===== src/tdpg_pkg.sv =====
// Constants and types shared by the timer-driven power gating block
package tdpg_pkg;

  // Local clock and timer durations
  localparam int CLK_HZ = 20_000_000;
  localparam int CYC_PER_MS = CLK_HZ / 1000;
  localparam int T0_TIME_MS = 260;
  localparam int T1_TIME_MS = 570;
  localparam int T2_TIME_MS = 570;
  localparam int T0_CYCLES = T0_TIME_MS * CYC_PER_MS;
  localparam int T1_CYCLES = T1_TIME_MS * CYC_PER_MS;
  localparam int T2_CYCLES = T2_TIME_MS * CYC_PER_MS;
  localparam int CNT_W = 24;
  localparam int NUM_TIMERS = 3;

  // Register byte offsets
  localparam logic [11:0] CTRL_ADDR = 12'h000;
  localparam logic [11:0] T0_LEN_ADDR = 12'h004;
  localparam logic [11:0] T1_LEN_ADDR = 12'h008;
  localparam logic [11:0] T2_LEN_ADDR = 12'h00C;
  localparam logic [11:0] STATUS_ADDR = 12'h010;
  localparam logic [31:0] CTRL_RST = 32'h00000000;
  localparam int CTRL_SRC_BAT = 0;

  // Status register fields
  localparam int ST_RUN0 = 0;
  localparam int ST_RUN1 = 1;
  localparam int ST_RUN2 = 2;
  localparam int ST_SW_ST1 = 3;
  localparam int ST_SW_BAT1 = 4;
  localparam int ST_SW_ST2 = 5;
  localparam int ST_SW_BAT2 = 6;
  localparam int ST_MODE = 7;
  localparam int ST_CLAMP = 8;
  localparam int ST_ARMED = 9;

  // Positions in the synchronised input vector
  localparam int IN_UPPER = 0;
  localparam int IN_LOWER = 1;
  localparam int IN_BAT_DET = 2;
  localparam int IN_BAT_UNDET = 3;
  localparam int IN_SUP_DET = 4;
  localparam int IN_SUP_UNDET = 5;
  localparam int IN_CLAMP_DET = 6;
  localparam int IN_CLAMP_REL = 7;
  localparam int IN_CAP1 = 8;
  localparam int IN_CAP2 = 9;
  localparam int IN_CMP_EN = 10;
  localparam int IN_CMP_ABOVE = 11;
  localparam int IN_REG_EN = 12;
  localparam int IN_REG_STBY = 13;
  localparam int EV_W = 8;
  localparam int IN_W = 14;

  // Input power source
  typedef enum logic {SRC_STORAGE, SRC_BATTERY} tdpg_src_e;

endpackage


===== src/tdpg_top.sv =====
// Timer-driven power gating controller with APB register access
//
// Summary of operation
// - Storage source: first upper threshold starts timers 0,1; later timer 2 end restarts.
// - Battery source: first battery detect starts timers 0,1; later timer 2 end restarts.
// - Timer 2 starts when timer 1 completes and stops after its duration.
// - Storage source: lower threshold clears timers 0,1; supply undetect clears timer 2.
// - Battery source: battery undetect clears all three timers.
// - Storage to first output switch closed while timer 1 runs, open in timer 2.
// - Storage to second output closed while timer 1 runs after timer 0 ended.
// - Battery to first output switch closed while timer 1 runs, open in timer 2.
// - Battery to second output closed while timer 1 runs after timer 0 ended.
// - First output discharge enabled while both its supply switches are open.
// - Second output discharge enabled while both its supply switches are open.
// - Regulator output discharge enabled whenever the regulator is disabled.
// - External switch control high exactly while a first output switch closes.
// - External control follows battery switch on battery, else storage switch.
// - Comparator enable low routes external switch control onto shared output.
// - Comparator enable high drives shared output with comparator result.
// - Regulator off when enable low; standby select picks standby or normal.
// - Clamp turns on at detect level and off only at release level.
// - In timer mode the running flags and the source select drive the output switches.
module tdpg_top
  import tdpg_pkg::*;
#(
  parameter logic [CNT_W-1:0] FIRST_TIMER_CYCLES = CNT_W'(T0_CYCLES),
  parameter logic [CNT_W-1:0] SECOND_TIMER_CYCLES = CNT_W'(T1_CYCLES),
  parameter logic [CNT_W-1:0] THIRD_TIMER_CYCLES = CNT_W'(T2_CYCLES)
) (
  // Clock and reset
  input wire logic pclk,
  input wire logic presetn,
  // APB slave
  input wire logic psel,
  input wire logic penable,
  input wire logic pwrite,
  input wire logic [11:0] paddr,
  input wire logic [31:0] pwdata,
  output logic [31:0] prdata,
  output logic pready,
  output logic pslverr,
  // Threshold detections, asynchronous levels
  input wire logic storage_upper_det,
  input wire logic storage_lower_det,
  input wire logic battery_det,
  input wire logic battery_undet,
  input wire logic supply_det,
  input wire logic supply_undet,
  input wire logic clamp_detect_det,
  input wire logic clamp_release_det,
  // Straps and control pins, asynchronous
  input wire logic second_timer_cap_pin,
  input wire logic third_timer_cap_pin,
  input wire logic comparator_enable,
  input wire logic comparator_above,
  input wire logic regulator_enable,
  input wire logic regulator_standby_select,
  // Switch and discharge controls
  output logic storage_to_first_output_switch,
  output logic battery_to_first_output_switch,
  output logic storage_to_second_output_switch,
  output logic battery_to_second_output_switch,
  output logic first_output_discharge,
  output logic second_output_discharge,
  output logic regulator_output_discharge,
  output logic shared_control_compare_output,
  output logic regulator_on,
  output logic regulator_normal_mode,
  output logic input_overvoltage_clamp,
  // Timer flags
  output logic first_timer_running_flag,
  output logic second_timer_running_flag,
  output logic third_timer_running_flag
);

  // Last count of a timer; a zero length behaves as one cycle
  function automatic logic [CNT_W-1:0] last_count(input logic [CNT_W-1:0] len);
    last_count = (len == '0) ? '0 : len - 1'b1;
  endfunction

  logic [IN_W-1:0] pins;
  logic [IN_W-1:0] sync_a;
  logic [IN_W-1:0] sync_b;
  logic [EV_W-1:0] prev_b;
  logic [EV_W-1:0] ev;
  logic [31:0] ctrl;
  logic [CNT_W-1:0] len [NUM_TIMERS];
  logic [CNT_W-1:0] cnt [NUM_TIMERS];
  logic [NUM_TIMERS-1:0] run;
  logic [NUM_TIMERS-1:0] done;
  logic [NUM_TIMERS-1:0] start;
  logic [NUM_TIMERS-1:0] clr;
  logic timer_mode;
  logic armed;
  logic ext_ctrl;
  tdpg_src_e src;

  assign pins = {regulator_standby_select, regulator_enable, comparator_above,
                 comparator_enable, third_timer_cap_pin, second_timer_cap_pin,
                 clamp_release_det, clamp_detect_det, supply_undet, supply_det,
                 battery_undet, battery_det, storage_lower_det,
                 storage_upper_det};

  // Two-stage synchroniser, then a third stage for edge detection
  always_ff @(posedge pclk or negedge presetn) begin
    if (!presetn) begin
      sync_a <= '0;
      sync_b <= '0;
      prev_b <= '0;
    end else begin
      sync_a <= pins;
      sync_b <= sync_a;
      prev_b <= sync_b[EV_W-1:0];
    end
  end

  // Rising edges of detections are single events
  assign ev = sync_b[EV_W-1:0] & ~prev_b;

  // APB decode
  wire setup_ph = psel && !penable;
  wire wr_en = psel && penable && pready && pwrite && !pslverr;
  wire addr_ok = (paddr == CTRL_ADDR) || (paddr == T0_LEN_ADDR) ||
                 (paddr == T1_LEN_ADDR) || (paddr == T2_LEN_ADDR) ||
                 (paddr == STATUS_ADDR);
  wire [31:0] status = {22'h000000, armed, input_overvoltage_clamp,
                        timer_mode, battery_to_second_output_switch,
                        storage_to_second_output_switch,
                        battery_to_first_output_switch,
                        storage_to_first_output_switch, run};
  wire [31:0] rd_mux = (paddr == CTRL_ADDR) ? ctrl :
                       (paddr == T0_LEN_ADDR) ? 32'(len[0]) :
                       (paddr == T1_LEN_ADDR) ? 32'(len[1]) :
                       (paddr == T2_LEN_ADDR) ? 32'(len[2]) :
                       (paddr == STATUS_ADDR) ? status : 32'h00000000;

  // Answer registered in setup phase so access completes with no wait
  always_ff @(posedge pclk or negedge presetn) begin
    if (!presetn) begin
      pready <= 1'b0;
      pslverr <= 1'b0;
      prdata <= 32'h00000000;
    end else begin
      pready <= setup_ph;
      pslverr <= setup_ph && !addr_ok;
      prdata <= (setup_ph && !pwrite) ? rd_mux : 32'h00000000;
    end
  end

  // Writable configuration; status is read only
  always_ff @(posedge pclk or negedge presetn) begin
    if (!presetn) begin
      ctrl <= CTRL_RST;
      len[0] <= FIRST_TIMER_CYCLES;
      len[1] <= SECOND_TIMER_CYCLES;
      len[2] <= THIRD_TIMER_CYCLES;
    end else if (wr_en) begin
      if (paddr == CTRL_ADDR) ctrl <= pwdata & 32'(1 << CTRL_SRC_BAT);
      if (paddr == T0_LEN_ADDR) len[0] <= pwdata[CNT_W-1:0];
      if (paddr == T1_LEN_ADDR) len[1] <= pwdata[CNT_W-1:0];
      if (paddr == T2_LEN_ADDR) len[2] <= pwdata[CNT_W-1:0];
    end
  end

  assign src = ctrl[CTRL_SRC_BAT] ? SRC_BATTERY : SRC_STORAGE;

  // Strap sampled at supply detect; mode stays until the next detect
  always_ff @(posedge pclk or negedge presetn) begin
    if (!presetn) begin
      timer_mode <= 1'b0;
    end else if (ev[IN_SUP_DET]) begin
      timer_mode <= sync_b[IN_CAP1] && sync_b[IN_CAP2];
    end
  end

  // Start and clear conditions of the chained timers
  wire first_trig = (src == SRC_BATTERY) ? ev[IN_BAT_DET] : ev[IN_UPPER];
  wire trig01 = armed ? done[2] : first_trig;
  wire clr01 = (src == SRC_BATTERY) ? ev[IN_BAT_UNDET] : ev[IN_LOWER];
  wire clr2_ev = (src == SRC_BATTERY) ? ev[IN_BAT_UNDET] :
                 ev[IN_SUP_UNDET];
  assign start = {done[1], trig01, trig01};
  assign clr = {clr2_ev || !timer_mode, {2{clr01 || !timer_mode}}};

  // Armed after the first trigger; a clear of timers 0,1 disarms, so that
  // a later threshold detection restarts the chain as a first detection
  always_ff @(posedge pclk or negedge presetn) begin
    if (!presetn) begin
      armed <= 1'b0;
    end else if (clr[0]) begin
      armed <= 1'b0;
    end else if (trig01) begin
      armed <= 1'b1;
    end
  end

  // Done pulse on the last counted cycle
  always_comb begin
    for (int i = 0; i < NUM_TIMERS; i++) begin
      done[i] = run[i] && (cnt[i] == last_count(len[i]));
    end
  end

  // Timers: a clear wins over a start, a start over completion
  always_ff @(posedge pclk or negedge presetn) begin
    if (!presetn) begin
      run <= '0;
      for (int i = 0; i < NUM_TIMERS; i++) cnt[i] <= '0;
    end else begin
      for (int i = 0; i < NUM_TIMERS; i++) begin
        if (clr[i]) begin
          run[i] <= 1'b0;
          cnt[i] <= '0;
        end else if (start[i]) begin
          run[i] <= 1'b1;
          cnt[i] <= '0;
        end else if (done[i]) begin
          run[i] <= 1'b0;
          cnt[i] <= '0;
        end else if (run[i]) begin
          cnt[i] <= cnt[i] + 1'b1;
        end
      end
    end
  end

  // Switch decode from the running flags and the source select
  wire gate1 = run[1] && !run[2];
  wire gate2 = run[1] && !run[0] && !run[2];
  wire next_sw_st1 = (src == SRC_STORAGE) && gate1;
  wire next_sw_st2 = (src == SRC_STORAGE) && gate2;
  wire next_sw_bat1 = (src == SRC_BATTERY) && gate1;
  wire next_sw_bat2 = (src == SRC_BATTERY) && gate2;
  // Only one source is ever selected, so the OR equals the follow select
  wire next_ext = (src == SRC_BATTERY) ? next_sw_bat1 :
                  next_sw_st1;
  wire next_shared = sync_b[IN_CMP_EN] ? sync_b[IN_CMP_ABOVE] :
                     next_ext;
  wire next_clamp = ev[IN_CLAMP_DET] ? 1'b1 :
                    ev[IN_CLAMP_REL] ? 1'b0 :
                    input_overvoltage_clamp;

  // Outputs registered together so switch and discharge never overlap
  always_ff @(posedge pclk or negedge presetn) begin
    if (!presetn) begin
      storage_to_first_output_switch <= 1'b0;
      storage_to_second_output_switch <= 1'b0;
      battery_to_first_output_switch <= 1'b0;
      battery_to_second_output_switch <= 1'b0;
      first_output_discharge <= 1'b1;
      second_output_discharge <= 1'b1;
      ext_ctrl <= 1'b0;
      shared_control_compare_output <= 1'b0;
      input_overvoltage_clamp <= 1'b0;
    end else begin
      storage_to_first_output_switch <= next_sw_st1;
      storage_to_second_output_switch <= next_sw_st2;
      battery_to_first_output_switch <= next_sw_bat1;
      battery_to_second_output_switch <= next_sw_bat2;
      first_output_discharge <= !(next_sw_st1 || next_sw_bat1);
      second_output_discharge <= !(next_sw_st2 || next_sw_bat2);
      ext_ctrl <= next_ext;
      shared_control_compare_output <= next_shared;
      input_overvoltage_clamp <= next_clamp;
    end
  end

  // Regulator mode decode
  always_ff @(posedge pclk or negedge presetn) begin
    if (!presetn) begin
      regulator_on <= 1'b0;
      regulator_normal_mode <= 1'b0;
      regulator_output_discharge <= 1'b1;
    end else begin
      regulator_on <= sync_b[IN_REG_EN];
      regulator_normal_mode <= sync_b[IN_REG_EN] && sync_b[IN_REG_STBY];
      regulator_output_discharge <= !sync_b[IN_REG_EN];
    end
  end

  assign first_timer_running_flag = run[0];
  assign second_timer_running_flag = run[1];
  assign third_timer_running_flag = run[2];

  // Checks on the gating sequence and decode
  t2_follows_t1_a: assert property (@(posedge pclk) disable iff (!presetn)
    done[1] && !clr[2] |=> run[2]) else $error("timer 2 not started");
  restart_a: assert property (@(posedge pclk) disable iff (!presetn)
    armed && done[2] && !clr[0] |=> run[0] && run[1])
    else $error("timers 0,1 not restarted");
  first_start_a: assert property (@(posedge pclk) disable iff (!presetn)
    !armed && first_trig && !clr[0] |=> run[1] && armed)
    else $error("first trigger missed");
  clear01_a: assert property (@(posedge pclk) disable iff (!presetn)
    clr01 |=> !run[0] && !run[1]) else $error("timers 0,1 not cleared");
  bat_clear_a: assert property (@(posedge pclk) disable iff (!presetn)
    (src == SRC_BATTERY) && ev[IN_BAT_UNDET] |=> run == '0)
    else $error("battery undetect left a timer");
  t2_opens_a: assert property (@(posedge pclk) disable iff (!presetn)
    $past(run[2]) |-> !storage_to_first_output_switch &&
    !battery_to_first_output_switch) else $error("switch closed in t2");
  out2_gate_a: assert property (@(posedge pclk) disable iff (!presetn)
    storage_to_second_output_switch |-> $past(run[1] && !run[0]))
    else $error("second output closed early");
  discharge_a: assert property (@(posedge pclk) disable iff (!presetn)
    first_output_discharge != (storage_to_first_output_switch ||
    battery_to_first_output_switch)) else $error("discharge overlap");
  ext_ctrl_a: assert property (@(posedge pclk) disable iff (!presetn)
    ext_ctrl == (storage_to_first_output_switch ||
    battery_to_first_output_switch)) else $error("ext control wrong");
  shared_a: assert property (@(posedge pclk) disable iff (!presetn)
    $past(!sync_b[IN_CMP_EN]) |-> shared_control_compare_output == ext_ctrl)
    else $error("shared output not routed");
  clamp_hold_a: assert property (@(posedge pclk) disable iff (!presetn)
    input_overvoltage_clamp && !ev[IN_CLAMP_REL] |=> input_overvoltage_clamp)
    else $error("clamp released early");
  reg_dis_a: assert property (@(posedge pclk) disable iff (!presetn)
    regulator_output_discharge == !regulator_on)
    else $error("regulator discharge wrong");

endmodule


===== config.mk =====
export PLATFORM = sky130hd
export DESIGN_NAME = tdpg_top
export DESIGN_NICKNAME = d
export VERILOG_FILES = /design/src/tdpg_pkg.sv /design/src/tdpg_top.sv
export SDC_FILE = /design/constraint.sdc
export NUM_CORES = 1
export LEC_CHECK = 0
export BUFFER_PORTS_ARGS = -buffer_cell sky130_fd_sc_hd__buf_4
export CELL_PAD_IN_SITES_DETAIL_PLACEMENT = 2
export CELL_PAD_IN_SITES_GLOBAL_PLACEMENT = 2
export CORE_MARGIN = 3
export CORE_UTILIZATION = 39
export CTS_BUF_LIST = sky130_fd_sc_hd__clkbuf_4
export DETAILED_ROUTE_END_ITERATION = 10
export HOLD_SLACK_MARGIN = 0.1
export PLACE_DENSITY_LB_ADDON = 0.1
export SLEW_MARGIN = 5
export SYNTH_ARGS = -nofsm -noshare
export SYNTH_HDL_FRONTEND = slang
export SYNTH_SLANG_ARGS = --single-unit

===== constraint.sdc =====
create_clock -name pclk -period 4.9 [get_ports pclk]
set_input_delay 0.49 -clock pclk [delete_from_list [all_inputs] [get_ports pclk]]
set_output_delay 0.49 -clock pclk [all_outputs]
set_load 0.005 [all_outputs]

==> results.toml, run 1 <==
[run_status]
status = "completed"

[logic_synthesis]
yosys.area.top_type = "dfrtp_1"
synth.distinct_cells = 83
synth_common_cells = "dfrtp_1, nor2_1, nand2_1"
yosys_warnings = 0
ys.flop_type = "dfrtp_1"
synthTopCellsByArea = "dfrtp_1, dfstp_2, mux2_2"
netlist_area_mm2 = 0.01301
syn_inst = 1406
ys_seq_area_share_pct = 43.22
synth_top_area_share_pct = 35.95
avgSynthCellArea_um2 = 9.257
synth.most_common_cell = "dfrtp_1"
ys_ff_latch = 223
ys_async_sr_fraction_pct = 100.0
synth-edff-count = 0

[global_route]
grt_overflow = 0
grt_start_max_net_pins = 125
antenna_found_initial = 2
grt_pass1_wl_um = 84460
grt_pass1_vias = 13760
grt_usage_pct = 30.46

[power_and_ir_drop]
combPwrFrac_pct = 5.8
switching_share_pct = 27.90
switching_power_uw = 1139
seqPwrFrac_pct = 46.1
clockPowerShare_pct = 48.1
intPower_uw = 2944
power.density_mw_per_mm2 = 263.6
p_leak_uw = 0.006404
ir_drop_uv = 212.4

[cts]
cts_root_buffer = "clkbuf_4"
cts_resized = 0
clk-insertion-delay-late_ns = 0.78
post-cts-setup-buffers = 0
numCtsBuffers = 69
cts.sinks = 223
ctsLongestPathBuffers = 3
cts_max_level = 3
tritoncts = "built"
clk_pin_slew_ns = 0.08
hold_buffers = 44

[timing]
hold_viol_final = 0
fmax_mhz = 214.3
relSlewSlack_pct = 16.58
min_period_ns = 4.665
fin_crit_sh_pct = 95.21
fin_skew_ns = 0.06212
worst_pin_slew_ns = 1.250
setup_viol = 0
tns_ns = 0
rsz0062_at_grt = "no"
hold_ws_ns = 0.2524
slew_violations = 0

[critical_path]
start_kind = "flop"
worst_ep_required_time_ns = 5.54
worstPathArrival_ns = 5.31
critPathKind = "flop to flop"
worst_setup_path_end_kind = "flop"
cp_max_fo = 17

[floorplanning]
die_w_um = 188.7
die_area_mm2 = 0.03560
std_cell_rows = 66
initial_core_util_pct = 39.80
die_height_um = 188.7
ios = 111
core-area_mm2 = 0.03270

[drt]
vias = 12300
route.detailed.drc = 0
wl_um = 53260
drtIter0Drc = 739
drtPass1Iterations = 5
detail_route.vias_per_cell = 5.987
wire_per_inst_um = 25.93
antenna_left = 0

[final_layout]
stdcell_count = 2054
fin_nets = 1631
drive_gt1_share_pct = 24.35
syn_to_final_growth_pct = 19.03
fillers = 3543

[placed_design]
finalWeightedCongestion = 0.9398
post-dp-hpwl_um = 34860
placedCellCount = 1889
io_buffers = 94

[run]
max_cap_violations = 0

[min_path]
min_path_type = "input pin to asynchronous set/reset pin"
-- registers in the layout (all words and copies together) (netlist names), 3 cells and up --
register  flops
sync_a       14
cnt          72
prdata       24
prev_b        8
len          72
run           3
sync_b       14
-- final cells by class --
cell class	count	area [um2]	area share, %
multi-input cells	1058	6862	44.29
flip-flops and latches	223	5625	36.31
repair buffers	173	1429	9.224
clock buffers	106	795.8	5.137
well taps	442	553.0	3.570
inverters	37	138.9	0.8965
clock inverters	13	82.58	0.5331
diodes	2	5.005	0.03231
-- routing by layer --
layer	wire length (um)	vias up	GRT usage [%]
met4	1828	0	10.77
met1	22180	6446	37.96
met3	1995	114	5.377
met2	27250	291	53.18
li1	-	5447	-
met5	0	-	0
-- placed cells by master (no fill, tap or decap), drive strengths merged, types with 14 or more instances in the layout --
cell type,n
nor2,142
clkbuf,106
nor3,56
o21a,14
o21ai,71
a21oi,66
or4,17
dfrtp,187
or3,33
nand4,36
buf,129
a22oi,28
nor4,49
inv,39
mux2,82
dlygate4sd3,44
nand2,97
xor2,20
nand2b,16
dfstp,36
nand3,48
xnor2,78
-- worst max-delay path: stages (launching register included) --
cell and delay [ns]:
dfrtp_1 0.39, buf_4 0.18, nor4_1 0.58, nand3_1 0.24, nor2_2 0.63, nand2_1 0.17
o21a_1 0.16, nor4_1 0.60, a31oi_1 0.30, or4_1 0.75, or3_1 0.37, a21oi_1 0.15
-- per-stage QoR --
step           area (um2)  worst slack (ns)  power, uW  util (%)
3_5_place_dp        14170            0.4242       2113     43.32
4_1_cts             15490            0.3801       4082     47.36
2_1_floorplan       13040            0.7987       1977         -
5_1_grt             15490          0.005100       4264     47.37
6_report            15490            0.2346       4083     47.37
3_3_place_gp        14170            0.4867       2107     43.32
-- power by group through the flow --
stage / clock (uW) / combinational (uW) / sequential (uW)
after global placement: 0 / 195 / 1910
after global routing: 2120 / 255 / 1880
after floorplan: 0 / 69.9 / 1910
after detailed placement: 0 / 199 / 1910
final: 1960 / 235 / 1880
after CTS: 1970 / 229 / 1880
-- cells by family after synthesis --
kind of cell | Yosys count | share of synthesized area [%]
muxes | 91 | 7.787
and+or+nand+nor | 581 | 23.76
AOI/OAI and AO/OA | 273 | 13.52
buffers and inverters | 132 | 4.278
DFF | 223 | 43.22
adders and majority gates | 6 | 0.5768
other | 1 | 0.02881
xor gates and xnor gates | 99 | 6.835
-- worst paths after layout --
check	cells after the start	slack [ns]	endpoint	start
max	11	0.23	cnt[44]$_DFFE_PN0P_	len[11]$_DFFE_PN0P_
min	2	0.25	len[11]$_DFFE_PN0P_	presetn
max reg2reg	11	0.23	cnt[44]$_DFFE_PN0P_	len[11]$_DFFE_PN0P_
min reg2reg	0	0.34	sync_b[1]$_DFF_PN0_	sync_a[1]$_DFF_PN0_
max in group asynchronous	3	3.57	cnt[56]$_DFFE_PN0P_	presetn
min in group pclk	5	0.26	pslverr$_DFF_PN0_	paddr[0]
Power figures use the tool's default switching activity.
==> inputs of run 2 (changes only) <==
Settings changed: CORE_MARGIN 3 to unset.
==> run 2 against run 1 <==
Against the previous run: maximum frequency grew 2.8%; clock skew is 0.011 ns higher; clock power is essentially flat; via count is 1.2% lower; global-route usage up 0.32 points; routed wire length shrank 4.6%; register-to-register slack improved by 0.13 ns; worst setup slack improved by 0.13 ns; critical path depth increased by 2; count of clock-buffer cells in the layout is 1 lower; non-clock buffer count grew 1; critical path type unchanged; largest cell class unchanged.
==> results.toml, run 2 (synthesis results as in run 1) <==
[floorplanning]
core-area_mm2 = 0.03270
die_w_um = 184.7
ios = 111
die_area_mm2 = 0.03411
initial_core_util_pct = 39.80
die_height_um = 184.7
std_cell_rows = 66

[global_route]
grt_usage_pct = 30.79
grt_pass1_vias = 13430
antenna_found_initial = 3
grt_overflow = 0
grt_pass1_wl_um = 79290
grt_start_max_net_pins = 144

[placed_design]
placedCellCount = 1890
io_buffers = 94
post-dp-hpwl_um = 33820
dpl-instance-area_mm2 = 0.01417
finalWeightedCongestion = 0.8901

[critical_path]
max_stage_delay_ns = 0.66
crit_family = "simple AND/OR/NAND/NOR gates"
crit_chain = "inv_1, ha_1, or4b_1, nor3_1, and3_1, or3_1, nand3_1, a2111oi_0, nand4_1, o21a_1, buf_4, or3_1, a21oi_1"
crit_buf_inv = 2
critPathKind = "flop to flop"
worst_ep_required_time_ns = 5.58
cp_max_fo = 15
worst_setup_path_end_kind = "flop"
worst_path_max_delay_cell = "or4b_1"
path_common_cell = "or3_1"
start_kind = "flop"
worstPathArrival_ns = 5.22

[final_layout]
drive_gt1_share_pct = 24.24
layout_commonest_cell = "dfrtp_1"
final_cell_mix = "dfrtp_1, nor2_1, buf_4"
fin_util_pct = 47.49
syn_to_final_growth_pct = 19.31
stdcell_count = 2066
fin_nets = 1631
largestRegisters = "cnt x72, len x72, prdata x24"
final_cell_area_mm2 = 0.01553

[timing]
fin_skew_ns = 0.07288
worst_pin_slew_ns = 0.9171
rsz0062_at_grt = "no"
tns_ns = 0
hold_viol_final = 0
fmax_mhz = 220.3
relSlewSlack_pct = 38.64
slew_violations = 0
fin_crit_sh_pct = 92.64
setup_viol = 0
min_period_ns = 4.539

[cts]
tritoncts = "built"
clk_pin_slew_ns = 0.07
post-cts-setup-buffers = 0
cts_root_buffer = "clkbuf_4"
numCtsBuffers = 68
cts_max_level = 3
cts.sinks = 223
clk-insertion-delay-late_ns = 0.82
ctsLongestPathBuffers = 3
cts_resized = 0

[power_and_ir_drop]
ir_drop_uv = 220.3
p_leak_uw = 0.006406
total_power_uw = 4087
power.density_mw_per_mm2 = 263.2

[drt]
wire_per_inst_um = 24.59
vias = 12150
drtPass1Iterations = 4
detail_route.vias_per_cell = 5.882
antenna_left = 0
wl_um = 50800
drtIter0Drc = 582
route.detailed.drc = 0

[min_path]
min_path_type = "input pin to flop"

[run_status]
status = "completed"

[run]
max_cap_violations = 0
## run 2: through the flow
stage               setup WS, ns  hold slack, ns
floorplan                 0.7987          0.1944
CTS                       0.4081          0.1527
finish                    0.3605          0.2339
global route             0.09716          0.2089
global placement          0.5304          0.3326
detailed placement        0.4409          0.3356
## run 2: tightest hold or removal path: cells and delay by family
kind | cells | cell delay, ns
simple gates | 2 | 0.13
compound gates | 1 | 0.17
buf+inv | 2 | 0.18
## run 2: path summary, 6_finish.rpt
path / slack, ns / from / cells past startpoint / end
hold / removal: 0.23 / paddr[0] / 5 / pslverr$_DFF_PN0_
setup / recovery: 0.36 / len[24]$_DFFE_PN0P_ / 13 / cnt[4]$_DFFE_PN0P_
max in group asynchronous: 3.41 / presetn / 3 / len[35]$_DFFE_PN0P_
hold reg to reg: 0.35 / sync_a[13]$_DFF_PN0_ / 0 / sync_b[13]$_DFF_PN0_
min in group asynchronous: 0.27 / presetn / 2 / cnt[1]$_DFFE_PN0P_
setup reg to reg: 0.36 / len[24]$_DFFE_PN0P_ / 13 / cnt[4]$_DFFE_PN0P_
## run 2: power breakdown
part	internal, uW	switching (uW)
logic	85.9	146
registers	1870	17.6
clock network	991	982
total	2940	1150
## run 2: cell type report
type / count / area [um2]
fill: 3564 / 17170
multi-input combinational: 1058 / 6862
sequential: 223 / 5625
timing repair buffer: 174 / 1436
clock buffer: 105 / 788.3
tap: 442 / 553.0
inverter: 37 / 138.9
clock inverter: 20 / 107.6
antenna: 7 / 17.52
## run 2: layer usage
metal	share of wire, %	vias to the layer above	GRT usage [%]	wire (um)
met2	50	289	53.25	25480
met1	42	6302	37.46	21550
met3	4.0	103	5.908	2033
met4	3.4	0	12.53	1729
li1	-	5458	-	-
met5	0	-	0	0
## run 2: repair_timing
action	in CTS	in global routing
hold endpoints to repair	161	0
hold buffers	44	0
setup endpoints to repair	0	0
